`src/verilog/ea_calc_pkg.sv`:
```
// Package for the effective-address calculator: field codes, sizes, reset values.
// Assumes a single core clock domain and 32-bit addresses.
package ea_calc_pkg;

  localparam int ADDR_W = 32;

  // Displacement / operand size codes
  localparam logic [1:0] SZ_NONE = 2'h0;
  localparam logic [1:0] SZ_BYTE = 2'h1;
  localparam logic [1:0] SZ_WORD = 2'h2;
  localparam logic [1:0] SZ_LONG = 2'h3;

  // Index scale codes: shift amount 0..3 for x1, x2, x4, x8
  localparam logic [1:0] SCALE_1 = 2'h0;
  localparam logic [1:0] SCALE_2 = 2'h1;
  localparam logic [1:0] SCALE_4 = 2'h2;
  localparam logic [1:0] SCALE_8 = 2'h3;

  // Reset values
  localparam logic [31:0] ADDR_RST = 32'h0000_0000;
  localparam logic [31:0] IMM_RST  = 32'h0000_0000;

  typedef enum logic [1:0] {
    ST_IDLE,
    ST_FETCH,
    ST_DONE
  } ea_state_t;

endpackage : ea_calc_pkg

```
`src/verilog/ea_sext.sv`:
```
// Size-selected sign extension of a 32-bit field to address width.
// Purely combinational; used for every displacement and the index.
`timescale 1ns/1ps
`default_nettype none
module ea_sext
  import ea_calc_pkg::*;
(
  // Field in
  input  wire logic [31:0] raw,
  input  wire logic [1:0]  size,
  // Extended value
  output logic      [31:0] ext
);

  // Absent field contributes zero
  assign ext = (size == SZ_BYTE) ? {{24{raw[7]}}, raw[7:0]} :
               (size == SZ_WORD) ? {{16{raw[15]}}, raw[15:0]} :
               (size == SZ_LONG) ? raw : 32'h0000_0000;

endmodule : ea_sext
`default_nettype wire

```
`src/verilog/effective_address_calc.sv`:
```
// Effective-address calculator between instruction decode and operand access.
// Assumes the decoder holds request fields stable while busy is high and that
// the memory side answers a long-word read with rd_valid, one pulse per read.
`timescale 1ns/1ps
`default_nettype none
module effective_address_calc
  import ea_calc_pkg::*;
(
  // Clock and reset
  input  wire logic        clock,
  input  wire logic        rst_n,
  // Request from decode
  input  wire logic        req,
  // Base selection
  input  wire logic        use_pc,
  input  wire logic [31:0] base_reg,
  input  wire logic [31:0] pc_value,
  input  wire logic        base_suppress,
  // Displacements
  input  wire logic [31:0] short_disp,
  input  wire logic [1:0]  short_disp_size,
  input  wire logic [31:0] base_disp,
  input  wire logic [1:0]  base_disp_size,
  // Index
  input  wire logic [31:0] index_reg,
  input  wire logic        index_long,
  input  wire logic [1:0]  index_scale,
  input  wire logic        index_suppress,
  // Indirection
  input  wire logic        indirect,
  input  wire logic        post_index,
  input  wire logic [31:0] outer_disp,
  input  wire logic [1:0]  outer_disp_size,
  // Immediate
  input  wire logic [31:0] imm_word,
  input  wire logic [1:0]  imm_size,
  // Operand memory read port
  output logic             rd_req,
  output logic      [31:0] rd_addr,
  input  wire logic        rd_valid,
  input  wire logic [31:0] rd_data,
  // Results
  output logic             busy,
  output logic             ea_valid,
  output logic      [31:0] ea_addr,
  output logic      [31:0] imm_value
);

  ////////////////////////////////////////////////////////////////////////////
  // Component extension

  logic [31:0] short_ext;
  logic [31:0] base_ext;
  logic [31:0] outer_ext;
  logic [31:0] index_ext;
  logic [31:0] imm_ext;

  ea_sext u_short (.raw(short_disp), .size(short_disp_size), .ext(short_ext));
  ea_sext u_base  (.raw(base_disp),  .size(base_disp_size),  .ext(base_ext));
  ea_sext u_outer (.raw(outer_disp), .size(outer_disp_size), .ext(outer_ext));
  ea_sext u_imm   (.raw(imm_word),   .size(imm_size),        .ext(imm_ext));

  ////////////////////////////////////////////////////////////////////////////
  // Index sizing and scaling

  // Scaling is a plain shift; every two-bit code is a legal factor
  function automatic logic [31:0] scale_index(input logic [31:0] value,
                                              input logic [1:0]  scale);
    case (scale)
      SCALE_1: return value;
      SCALE_2: return {value[30:0], 1'h0};
      SCALE_4: return {value[29:0], 2'h0};
      SCALE_8: return {value[28:0], 3'h0};
      default: return value;
    endcase
  endfunction : scale_index

  logic [1:0]  index_size;
  logic [31:0] index_sized;

  // Word index is sign-extended, long index used whole
  assign index_size = index_long ? SZ_LONG : SZ_WORD;
  ea_sext u_index (.raw(index_reg), .size(index_size), .ext(index_sized));
  assign index_ext = index_suppress ? 32'h0000_0000 :
                     scale_index(index_sized, index_scale);

  wire [31:0] base_val = base_suppress ? 32'h0000_0000 :
                         (use_pc ? pc_value : base_reg);

  // Preindexed: index inside brackets; postindexed: after the fetch
  wire [31:0] idx_inner = (indirect && post_index) ? 32'h0000_0000 : index_ext;
  wire [31:0] idx_outer = (indirect && post_index) ? index_ext : 32'h0000_0000;

  // Sums wrap at 32 bits, as all address arithmetic does
  wire [31:0] inner_sum = base_val + short_ext + base_ext + idx_inner;
  wire [31:0] final_sum = rd_data + idx_outer + outer_ext;

  ////////////////////////////////////////////////////////////////////////////
  // Control decode

  ea_state_t   state_reg;
  ea_state_t   state_next;
  logic        is_idle;
  logic        accept;
  logic        accept_direct;
  logic        accept_indirect;
  logic        fetch_done;

  assign is_idle         = (state_reg == ST_IDLE);
  // Requests while busy are dropped with no indication
  assign accept          = is_idle && req;
  assign accept_direct   = accept && !indirect;
  assign accept_indirect = accept && indirect;
  // A read answer outside a fetch is ignored
  assign fetch_done      = (state_reg == ST_FETCH) && rd_valid;

  ////////////////////////////////////////////////////////////////////////////
  // Next values

  logic        rd_req_next;
  logic        ea_valid_next;
  logic        busy_next;
  logic [31:0] rd_addr_next;
  logic [31:0] ea_addr_next;
  logic [31:0] imm_next;

  // Single-cycle strobes straight from the decode; busy from the next state
  assign rd_req_next   = accept_indirect;
  assign ea_valid_next = accept_direct || fetch_done;
  assign busy_next     = (state_next != ST_IDLE);
  // Bracketed value becomes the read address
  assign rd_addr_next  = accept_indirect ? inner_sum : rd_addr;
  // Outer displacement waits for the fetched long word
  assign ea_addr_next  = accept_direct ? inner_sum :
                         (fetch_done ? final_sum : ea_addr);
  // Immediate taken once at accept, then held
  assign imm_next      = accept ? imm_ext : imm_value;

  ////////////////////////////////////////////////////////////////////////////
  // Sequencing

  always_comb begin
    state_next = state_reg;
    case (state_reg)
      ST_IDLE: begin
        if (accept_indirect) begin
          state_next = ST_FETCH;
        end else if (accept_direct) begin
          state_next = ST_DONE;
        end
      end
      ST_FETCH: begin
        // Holds here until the long word comes back
        if (fetch_done) begin
          state_next = ST_DONE;
        end
      end
      ST_DONE: begin
        // One done cycle, busy with ea_valid high, keeps back-to-back requests cleanly separated
        state_next = ST_IDLE;
      end
      default: begin
        state_next = ST_IDLE;
      end
    endcase
  end

  // Busy mirrors the next state, so it rises with the accept edge
  always_ff @(posedge clock or negedge rst_n) begin
    if (!rst_n) begin
      state_reg <= ST_IDLE;
      busy      <= 1'b0;
    end else begin
      state_reg <= state_next;
      busy      <= busy_next;
    end
  end

  ////////////////////////////////////////////////////////////////////////////
  // Output registers

  // Read port: address holds until the next indirect request
  always_ff @(posedge clock or negedge rst_n) begin
    if (!rst_n) begin
      rd_req  <= 1'b0;
      rd_addr <= ADDR_RST;
    end else begin
      rd_req  <= rd_req_next;
      rd_addr <= rd_addr_next;
    end
  end

  // Result strobe and address move together
  always_ff @(posedge clock or negedge rst_n) begin
    if (!rst_n) begin
      ea_valid <= 1'b0;
      ea_addr  <= ADDR_RST;
    end else begin
      ea_valid <= ea_valid_next;
      ea_addr  <= ea_addr_next;
    end
  end

  // Immediate
  always_ff @(posedge clock or negedge rst_n) begin
    if (!rst_n) begin
      imm_value <= IMM_RST;
    end else begin
      imm_value <= imm_next;
    end
  end

endmodule : effective_address_calc
`default_nettype wire

```
`config.mk`:
```
export PLATFORM = sky130hd
export DESIGN_NAME = effective_address_calc
export DESIGN_NICKNAME = d
export VERILOG_FILES = /design/src/verilog/ea_calc_pkg.sv /design/src/verilog/ea_sext.sv /design/src/verilog/effective_address_calc.sv
export SDC_FILE = /design/constraint.sdc
export NUM_CORES = 1
export LEC_CHECK = 0
export ABC_AREA = 0
export BUFFER_PORTS_ARGS = -buffer_cell sky130_fd_sc_hd__buf_2
export CAP_MARGIN = 20
export CORE_MARGIN = 2
export CORE_UTILIZATION = 40
export DETAILED_ROUTE_END_ITERATION = 7
export GPL_TIMING_DRIVEN = 0
export PLACE_DENSITY_LB_ADDON = 0.3
export SLEW_MARGIN = 25
export SYNTH_ARGS = -nofsm -noshare
export SYNTH_HDL_FRONTEND = slang
export SYNTH_SLANG_ARGS = --single-unit
```
`constraint.sdc`:
```
create_clock -name clock -period 2.4 [get_ports clock]
set_input_delay 0.36 -clock clock [delete_from_list [all_inputs] [get_ports clock]]
set_output_delay 0.36 -clock clock [all_outputs]
set_load 0.005 [all_outputs]
```
-- After elaboration in Yosys (flattened, before gate mapping)
Index checks and enable logic that the tools add are counted.
- bits of input ports: 276
- register bits after elaboration: 101
- memory bits (read-only): 0
- word-level logic and storage cells: 70
- memories kept: 0
- memory bits (writable): 0
- output and inout bits: 99
- bits in latches: 0
- mux-type cells: 28
- multiply operators: 0
- bitwise gates (word level): 0
- div/mod/pow operators: 0
- magnitude comparators: 0
- eq/ne operators: 19
- shift-type cells: 0
- reduce and logical (&&, ||, !) cells: 11
- add/subtract/negate cells: 5
- operator list (cell ; number):
    $mux W32 ; 22
    $add A32 B32 Y32 ; 5
    $pmux W32 S4 ; 1
    $eq A2 B2 Y1 const B ; 12
    $eq A2 B1 Y1 const B ; 7
    $mux W2 ; 3
    $logic_and A1 B1 Y1 ; 5
    $logic_not A2 Y1 ; 2
    $pmux W2 S2 ; 1
    $reduce_bool A2 Y1 ; 2
    $logic_not A1 Y1 ; 1
    $logic_or A1 B1 Y1 ; 1
    $mux W1 ; 1

-- Longest topological paths before layout
Gate-level depths: netlist (run 1).
- word-level depth: 12
- gate-level depth with buffers: 20
- depth with buffers taken out: 18

-- Modules after synthesis
Synthesis (run 1) repeated with hierarchy kept, for this count alone.
- cell total of the unflattened synthesis: 1507
- area, all modules: 13135.1 um2
- modules (own cells, without submodules) (module ; times used ; cells an instance ; area each (um2) ; seq. area each (um2)):
    effective_address_calc ; 1 ; 1172 ; 10851.7 ; 2527.4
    ea_sext ; 5 ; 67 ; 456.7 ; 0.0

-- Least setup slack after synthesis (run 1)
Ideal clock, no wire load.
- kind: in2reg
- from: input port use_pc
- to: register ea_addr[27]
- buffers on the path: 2
- data required time: 2.274 ns
- data arrival time: 4.661 ns
- stages: 18
- slack: -2.387 ns
- library setup time: 0.126 ns
- cells stage by stage: clkbuf_1 > buf_1 > mux2i_1 > or2_2 > fa_1 > fa_1 > inv_1 > ha_1 > fa_1 > a211o_1 > o211ai_1 > a21oi_1 > a31oi_1 > nand2_1 > a31oi_1 > xor2_1 > nor2_1 > a221o_1
- longest elaborated chain between the ends: 6
- RTL lines (item ; RTL line ; source):
    start, declared ; effective_address_calc.sv:15 ; input wire logic use_pc,
    $mux W32 ; effective_address_calc.sv:88 ; (use_pc ? pc_value : base_reg);
    $mux W32 ; effective_address_calc.sv:87 ; wire [31:0] base_val = base_suppress ? 32'h0000_0000 :
    $add A32 B32 Y32 (3 in series) ; effective_address_calc.sv:95 ; wire [31:0] inner_sum = base_val + short_ext + base_ext + idx_inner;
    $mux W32 ; effective_address_calc.sv:134 ; assign ea_addr_next = accept_direct ? inner_sum :
    end signal, assigned ; effective_address_calc.sv:200 ; ea_addr <= ea_addr_next;
    end, declared ; effective_address_calc.sv:45 ; output logic [31:0] ea_addr,
Every way passes these cells.
A chain may end at the register's enable or synchronous reset.

-- Worst setup path after layout (run 1)
- from: input port index_scale[0]
- to: register rd_addr[23]
- longest elaborated chain between the ends: 5
- elaborated cells on any way between the ends: 8
- those cells by class: add/sub (1); eq/ne (3); mux (3); reduce/logical (1)
- RTL lines (item ; RTL line ; source):
    start, declared ; effective_address_calc.sv:27 ; input wire logic [1:0] index_scale,
    $eq A2 B2 Y1 (tied with other cells) ; effective_address_calc.sv:69 ; case (scale)
    $pmux W32 S4 * ; effective_address_calc.sv:69 ;
    $mux W32 * ; effective_address_calc.sv:84 ; assign index_ext = index_suppress ? 32'h0000_0000 :
    $mux W32 * ; effective_address_calc.sv:91 ; wire [31:0] idx_inner = (indirect && post_index) ? 32'h0000_0000 : index_ext;
    $add A32 B32 Y32 * ; effective_address_calc.sv:95 ;
    end signal, assigned ; effective_address_calc.sv:189 ; rd_addr <= rd_addr_next;
    end, declared ; effective_address_calc.sv:39 ; output logic [31:0] rd_addr,
Every way passes the cells marked *; elsewhere a longest branch is shown, timed or not.

==> results of run 1 <==
-- what timing repair did --
item	4_1_cts	5_1_grt
hold buffers	1	0
hold endpoints to repair	46	0
buffers inserted	57	25
setup endpoints to repair	61	60
gates cloned	1	0
pin swaps	90	55
gates resized for setup	237	80
-- layer usage --
| metal | routed length [um] | GRT usage | up-vias |
|---|---|---|---|
| met1 | 17500 | 0.316 | 5988 |
| met2 | 22600 | 0.496 | 581 |
| met3 | 3460 | 0.0534 | 93 |
| met5 | 53 | 0 | - |
| met4 | 1390 | 0.0944 | 8 |
| li1 | - | - | 6139 |
-- area by class of cell --
cell class                      count  share of cell area
Buffer                             74              0.0293
Multi-Input combinational cell   1177               0.579
Inverter                          209              0.0457
Tap cell                          396              0.0288
Antenna cell                        1            0.000146
Sequential cell                   101               0.147
Clock buffer                        9              0.0131
Timing Repair Buffer              452               0.152
Clock inverter                      7             0.00524
-- power by group through the flow --
stage | logic [mW] | clock network, mW | registers (mW)
floorplan | 4.18 | 0 | 2.82
global placement | 6.78 | 0 | 2.79
finish | 9.09 | 1.52 | 2.80
CTS | 8.39 | 1.56 | 2.80
global route | 9.91 | 1.64 | 2.88
detailed placement | 6.87 | 0 | 2.83
-- worst max path at each step --
stage                             from                 endpoint  slack (ns)  depth (start not counted)
finish                  index_scale[0]  rd_addr[23]$_DFFE_PN0P_       -1.73                         18
global route                    use_pc  ea_addr[23]$_DFFE_PN0P_       -1.85                         18
CTS                             use_pc  ea_addr[23]$_DFFE_PN0P_       -1.62                         18
detailed placement  short_disp_size[1]  ea_addr[31]$_DFFE_PN0P_       -2.67                         19
floorplan                       use_pc  ea_addr[27]$_DFFE_PN0P_       -1.66                         18
global placement    short_disp_size[1]  ea_addr[31]$_DFFE_PN0P_       -2.57                         19
-- cell usage in the layout, fill, tap and decap left out, types with 11 or more instances in the layout --
master,instances
sky130_fd_sc_hd__a211oi_1,15
sky130_fd_sc_hd__a211oi_2,19
sky130_fd_sc_hd__a21o_1,49
sky130_fd_sc_hd__a21oi_1,105
sky130_fd_sc_hd__a21oi_2,28
sky130_fd_sc_hd__buf_2,369
sky130_fd_sc_hd__buf_4,60
sky130_fd_sc_hd__buf_6,22
sky130_fd_sc_hd__clkbuf_1,38
sky130_fd_sc_hd__dfrtp_1,101
sky130_fd_sc_hd__fa_1,90
sky130_fd_sc_hd__ha_1,31
sky130_fd_sc_hd__ha_4,22
sky130_fd_sc_hd__inv_1,196
sky130_fd_sc_hd__inv_2,11
sky130_fd_sc_hd__mux2i_1,58
sky130_fd_sc_hd__nand2_1,195
sky130_fd_sc_hd__nand2b_1,18
sky130_fd_sc_hd__nand3_1,21
sky130_fd_sc_hd__nor2_1,125
sky130_fd_sc_hd__nor2b_1,19
sky130_fd_sc_hd__nor3_1,11
sky130_fd_sc_hd__o211ai_1,11
sky130_fd_sc_hd__o21a_1,20
sky130_fd_sc_hd__o21ai_0,43
sky130_fd_sc_hd__o21ai_1,30
sky130_fd_sc_hd__o21ai_2,15
sky130_fd_sc_hd__o21bai_1,11
sky130_fd_sc_hd__or2_2,14
sky130_fd_sc_hd__xnor2_1,18
sky130_fd_sc_hd__xor2_1,20
-- through the flow --
| stage | util | hold WS, ns | cell area (um2) | worst slack (ns) |
|---|---|---|---|---|
| 5_1_grt | 0.564 | 0.227 | 17200 | -1.85 |
| 3_3_place_gp | 0.490 | 0.440 | 14900 | -2.57 |
| 4_1_cts | 0.549 | 0.215 | 16700 | -1.62 |
| 6_report | 0.564 | 0.227 | 17200 | -1.73 |
| 3_5_place_dp | 0.491 | 0.327 | 14900 | -2.67 |
| 2_1_floorplan | - | 0.0644 | 12500 | -1.66 |
-- cell families (layout without fill, tap and decap cells) --
logic type | after synthesis | in the layout | synth area share
and+or+nand+nor | 482 | 482 | 0.174
AOI/OAI and AO/OA | 409 | 409 | 0.209
buffers and inverters | 293 | 751 | 0.0899
adders and majority gates | 155 | 155 | 0.215
DFF | 101 | 101 | 0.205
muxes | 70 | 70 | 0.0635
xor gates and xnor gates | 61 | 61 | 0.0434
other | 0 | 1 | 0
==> flow_summary.ini, run 1 <==
[route]
drt-initial-drc-count = 745
wl_per_cell_um = 18.5
finalWirelength_um = 45000
post_drt_via_cell_ratio = 5.28
drt_drc_violations_left = 0
number_of_vias_in_the_routed_layout = 12809
detailedRoute.firstPassIterationCount = 5
antenna_violating_nets_post_route = 0

[clock_tree]
cts_buffers = 9
tritoncts = yes
tritoncts_num_sinks = 101
clkTransAtPathRegs_ns = 0.07
worst_skew_pair.late_latency_ns = 0.35
cts-root-to-sink-buffers = 2
ctsRootBufferMaster = sky130_fd_sc_hd__clkbuf_16
cts_htree_levels = 3

[timing]
slew_violations = 0
period_needed_ns = 4.13
finalSetupViolations = 60
layout_worst_path_cycle_share = 1.72
grt_setup_unrepaired = true
worst_slew_pin_slew_ns = 0.828
fin_tns_setup_ns = -76.32
timing.max_slew.rel_slack = 0.446
finalHoldViolCount = 0
maxClockFrequency_mhz = 242
fin_ws_ns = -1.73
skew_ns = 0.00960

[finish]
syn_to_final_growth_pct = 39.6
fraction_of_final_layout_cells_with_drive_strength_greater_than_1 = 0.358
nets_final = 2455
layoutNonFillerInstCount = 2426
regArea_um2 = 2530
filler_cell_count = 2792
biggestRegsByFlops = ea_addr: 32 flops, imm_value: 32 flops, rd_addr: 32 flops
multi_input_comb_area_um2 = 9940

[logic_synthesis]
yosys.area.top_type = sky130_fd_sc_hd__dfrtp_1
netlist_top_cells_count = sky130_fd_sc_hd__inv_1, sky130_fd_sc_hd__nand2_1, sky130_fd_sc_hd__a21oi_1
number_of_enable_flip_flop_cells_after_synthesis = 0
post-synth-top-area-fraction = 0.205
yosys_synthesis_warning_count = 0
synth_cell_type_count = 65
post-synth-top-count-cell = sky130_fd_sc_hd__inv_1
synth_fp_nets = 2002
cell_area_after_technology_mapping_um2 = 12300
ys_ff_latch = 101
synthesis.area_per_instance_um2 = 7.83
synth-seq-area-share = 0.205
postSynth.asyncResetShare = 1.00
postSynthCellCount = 1571
synth-main-ff-cell = sky130_fd_sc_hd__dfrtp_1
ys_top_cells_by_area = sky130_fd_sc_hd__dfrtp_1, sky130_fd_sc_hd__fa_1, sky130_fd_sc_hd__inv_1

[global_routing]
grt_start_max_net_pins = 56
number_of_global_route_vias_before_repair = 12791
grt_residual_overflow = 0
antenna_found_initial = 5
grt_pass1_wl_um = 67200
track_usage = 0.271

[setup_path]
worstSetupEndpointType = flop
regToRegSetupSlack_ns = 0.07
arrival_ns = 4.34
worstSetupStartpointType = primary input
worst-path-max-fanout = 6
crit_path_cell_trace = buf_12 > buf_12 > buf_12 > mux2i_4 > or4_4 > fa_1 > inv_2 > ha_4 > fa_2 > a211o_1 > o211ai_1 > a21oi_2 > a21o_1 > nor3_4 > o41ai_4 > a31oi_2 > xor2_2 > o21ai_0
cp_num_buf_inv = 4
cp_slowest_stage_delay_ns = 0.58
worst_r2r_endpoint = ea_addr[11]$_DFFE_PN0P_
critPathMostFrequentCell = sky130_fd_sc_hd__buf_12
critical_path.reg2reg.startpoint = state_reg[0]$_DFF_PN0_
path_delay_family = compound AO/OA/AOI/OAI gates
critPathKind = in -> reg
timing.critical_path.required_ns = 2.61
crit_slowest_cell = sky130_fd_sc_hd__fa_1
rr_worst_depth = 6

[placed_design]
post-place-cells = 2338
finalWeightedCongestion = 0.950
post-dp-hpwl_um = 37400
placement.io_buffers = 370

[floorplan]
die_x_um = 179
floorplan.rows = 64
die_span_in_y_um = 179
ios = 375
design.core.area_um2 = 30400
initial_cell_density_of_the_core = 0.404
design.die.area_um2 = 32200

[run_status]
status = complete, but fails checks
violations = setup timing

[min_path]
whs_endpoint = state_reg[0]$_DFF_PN0_
min_path_type = in -> reg
whs_path_depth = 2
worst_hold_startpoint = rd_valid

[pwr]
pwr-share-seq = 0.209
post-layout-total-power_mw = 13.4
cell_internal_pwr_mw = 7.33
total_switching_power_mw = 6.08
combPwrFrac = 0.678
pwr-share-clk = 0.114
p_per_area_nw_per_um2 = 781
power_switching_share = 0.453
power.leakage_nw = 8.77
irDropWorstVdd_uv = 421

[run]
max_cap_violations = 0
(Power assumes the default switching activity.)
==> run 2, diff against run 1 <==
--- a/config.mk
+++ b/config.mk
@@ -8,8 +8,10 @@
 export ABC_AREA = 0
 export BUFFER_PORTS_ARGS = -buffer_cell sky130_fd_sc_hd__buf_2
 export CAP_MARGIN = 20
+export CELL_PAD_IN_SITES_DETAIL_PLACEMENT = 1
+export CELL_PAD_IN_SITES_GLOBAL_PLACEMENT = 1
 export CORE_MARGIN = 2
-export CORE_UTILIZATION = 40
+export CORE_UTILIZATION = 38
 export DETAILED_ROUTE_END_ITERATION = 7
 export GPL_TIMING_DRIVEN = 0
 export PLACE_DENSITY_LB_ADDON = 0.3
==> run 2 against run 1 <==
Against the previous run: the flow still finishes with violations (setup timing); non-clock buffer count rose by 15; maximum frequency down 2.5%; largest power group unchanged; sequential share of layout area shrank 0.58 points; clock skew decreased by 0.0045 ns.
==> flow_summary.ini, run 2 (synthesis results as in run 1) <==
[global_routing]
antenna_found_initial = 2
grt_residual_overflow = 0
number_of_global_route_vias_before_repair = 14154
track_usage = 0.305
grt_start_max_net_pins = 75
grt_pass1_wl_um = 79400

[floorplan]
initial_cell_density_of_the_core = 0.388
floorplan.rows = 65
design.core.area_um2 = 31700
ios = 375
design.die.area_um2 = 33800
die_span_in_y_um = 184
die_x_um = 184

[timing]
finalHoldViolCount = 0
fin_ws_ns = -1.84
worst_slew_pin_slew_ns = 0.854
grt_setup_unrepaired = true
skew_ns = 0.00509
maxClockFrequency_mhz = 236
fin_tns_setup_ns = -82.46
finalSetupViolations = 60
period_needed_ns = 4.24
layout_worst_path_cycle_share = 1.77
timing.max_slew.rel_slack = 0.428
slew_violations = 0

[clock_tree]
cts_buffers = 9
tritoncts_num_sinks = 101
worst_skew_pair.late_latency_ns = 0.34
tritoncts = yes
cts_htree_levels = 3
cts-root-to-sink-buffers = 2
clkTransAtPathRegs_ns = 0.07
ctsRootBufferMaster = sky130_fd_sc_hd__clkbuf_16

[placed_design]
placement.io_buffers = 370
finalWeightedCongestion = 0.914
post-dp-hpwl_um = 41300

[route]
drt-initial-drc-count = 930
number_of_vias_in_the_routed_layout = 13600
wl_per_cell_um = 22.5
drt_drc_violations_left = 0
post_drt_via_cell_ratio = 5.56
finalWirelength_um = 55100
detailedRoute.firstPassIterationCount = 5
antenna_violating_nets_post_route = 0

[pwr]
pwr-share-seq = 0.193
irDropWorstVdd_uv = 423
cell_internal_pwr_mw = 7.91
p_per_area_nw_per_um2 = 834
pwr-share-clk = 0.114
power.leakage_nw = 8.98
power_switching_share = 0.470
combPwrFrac = 0.693
total_switching_power_mw = 7.01
post-layout-total-power_mw = 14.9

[min_path]
min_path_type = in -> reg
whs_endpoint = imm_value[5]$_DFFE_PN0P_
whs_path_depth = 3
worst_hold_startpoint = imm_word[5]

[run_status]
status = complete, but fails checks
violations = setup timing

[setup_path]
critPathKind = in -> reg
worstSetupStartpointType = primary input
regToRegSetupSlack_ns = -0.19
rr_worst_depth = 6
critical_path.reg2reg.startpoint = state_reg[0]$_DFF_PN0_
worstSetupEndpointType = flop
worst_r2r_endpoint = ea_addr[3]$_DFFE_PN0P_
arrival_ns = 4.47
worst-path-max-fanout = 5
timing.critical_path.required_ns = 2.63

[run]
max_cap_violations = 0

[finish]
fraction_of_final_layout_cells_with_drive_strength_greater_than_1 = 0.398
nets_final = 2470
syn_to_final_growth_pct = 45.4
mostFrequentLayoutCells = sky130_fd_sc_hd__buf_2, sky130_fd_sc_hd__inv_1, sky130_fd_sc_hd__nand2_1
biggestRegsByFlops = ea_addr: 32 flops, imm_value: 32 flops, rd_addr: 32 flops
final_common_cell = sky130_fd_sc_hd__buf_2
-- run 2: cell types whose count changed in the layout (fill, tap and decap cells not counted), sizes merged --
cell / before / now
bufinv: 1 / 3
inv: 211 / 208
clkbuf: 71 / 69
clkinv: 4 / 3
buf: 463 / 479
clkinvlp: 0 / 2
diode: 1 / 2
bufbuf: 0 / 1
-- run 2: layout make-up --
cell class	count	area, um2
Fill cell	3831	13800
Multi-Input combinational cell	1177	10400
Timing Repair Buffer	467	2800
Sequential cell	101	2530
Inverter	209	786
Buffer	74	504
Tap cell	402	503
Clock buffer	9	225
Clock inverter	7	123
Antenna cell	2	5.00
-- run 2: through the flow --
stage | cells | utilization | instance area, um2 | hold slack, ns | setup slack [ns]
after CTS | 2413 | 0.538 | 17100 | 0.229 | -1.64
after floorplan | 1571 | - | 12500 | 0.0644 | -1.66
final | 2448 | 0.564 | 17900 | 0.237 | -1.84
after detailed placement | 2344 | 0.471 | 14900 | 0.251 | -2.57
after global routing | 2447 | 0.564 | 17900 | 0.249 | -1.95
after global placement | 2343 | 0.470 | 14900 | 0.434 | -2.45
-- run 2: worst max path at each step --
stage	start	endpoint	slack (ns)
finish	use_pc	ea_addr[27]$_DFFE_PN0P_	-1.84
global route	use_pc	ea_addr[27]$_DFFE_PN0P_	-1.95
CTS	use_pc	rd_addr[25]$_DFFE_PN0P_	-1.64
detailed placement	index_long	ea_addr[31]$_DFFE_PN0P_	-2.57
global placement	index_long	ea_addr[31]$_DFFE_PN0P_	-2.45
floorplan	use_pc	ea_addr[27]$_DFFE_PN0P_	-1.66
-- run 2: timing repair --
item,4_1_cts,5_1_grt
pin swaps,100,77
hold endpoints to repair,27,0
endpoints found under the setup margin,60,60
gates cloned,2,0
gates resized for setup,293,149
setup buffers,60,39
hold buffers,1,0
-- run 2: power by group through the flow --
stage               sequential, mW  clock [mW]  combinational [mW]
floorplan                     2.82           0                4.18
global placement              2.83           0                6.89
detailed placement            2.87           0                7.12
CTS                           2.84        1.71                8.78
global route                  2.94        1.78                11.0
finish                        2.88        1.70                10.3
-- run 2: routing by layer --
layer | track usage | part of all wire
met1 | 0.382 | 0.40
met2 | 0.536 | 0.49
met4 | 0.115 | 0.047
met3 | 0.0365 | 0.059
met5 | 0 | 0
-- run 2: critical path: stages --
cell and delay, ns:
sky130_fd_sc_hd__clkbuf_16 0.14, sky130_fd_sc_hd__buf_12 0.13, sky130_fd_sc_hd__mux2i_2 0.14, sky130_fd_sc_hd__or2_4 0.23, sky130_fd_sc_hd__fa_1 0.46, sky130_fd_sc_hd__fa_1 0.51, sky130_fd_sc_hd__inv_2 0.05, sky130_fd_sc_hd__ha_4 0.16
sky130_fd_sc_hd__fa_2 0.36, sky130_fd_sc_hd__a211o_1 0.27, sky130_fd_sc_hd__o211ai_1 0.16, sky130_fd_sc_hd__a21oi_2 0.16, sky130_fd_sc_hd__a31oi_4 0.25, sky130_fd_sc_hd__buf_6 0.14, sky130_fd_sc_hd__nand2_2 0.04, sky130_fd_sc_hd__a31oi_1 0.19
sky130_fd_sc_hd__xor2_1 0.22, sky130_fd_sc_hd__buf_4 0.18, sky130_fd_sc_hd__nor2_2 0.04, sky130_fd_sc_hd__a221o_1 0.28
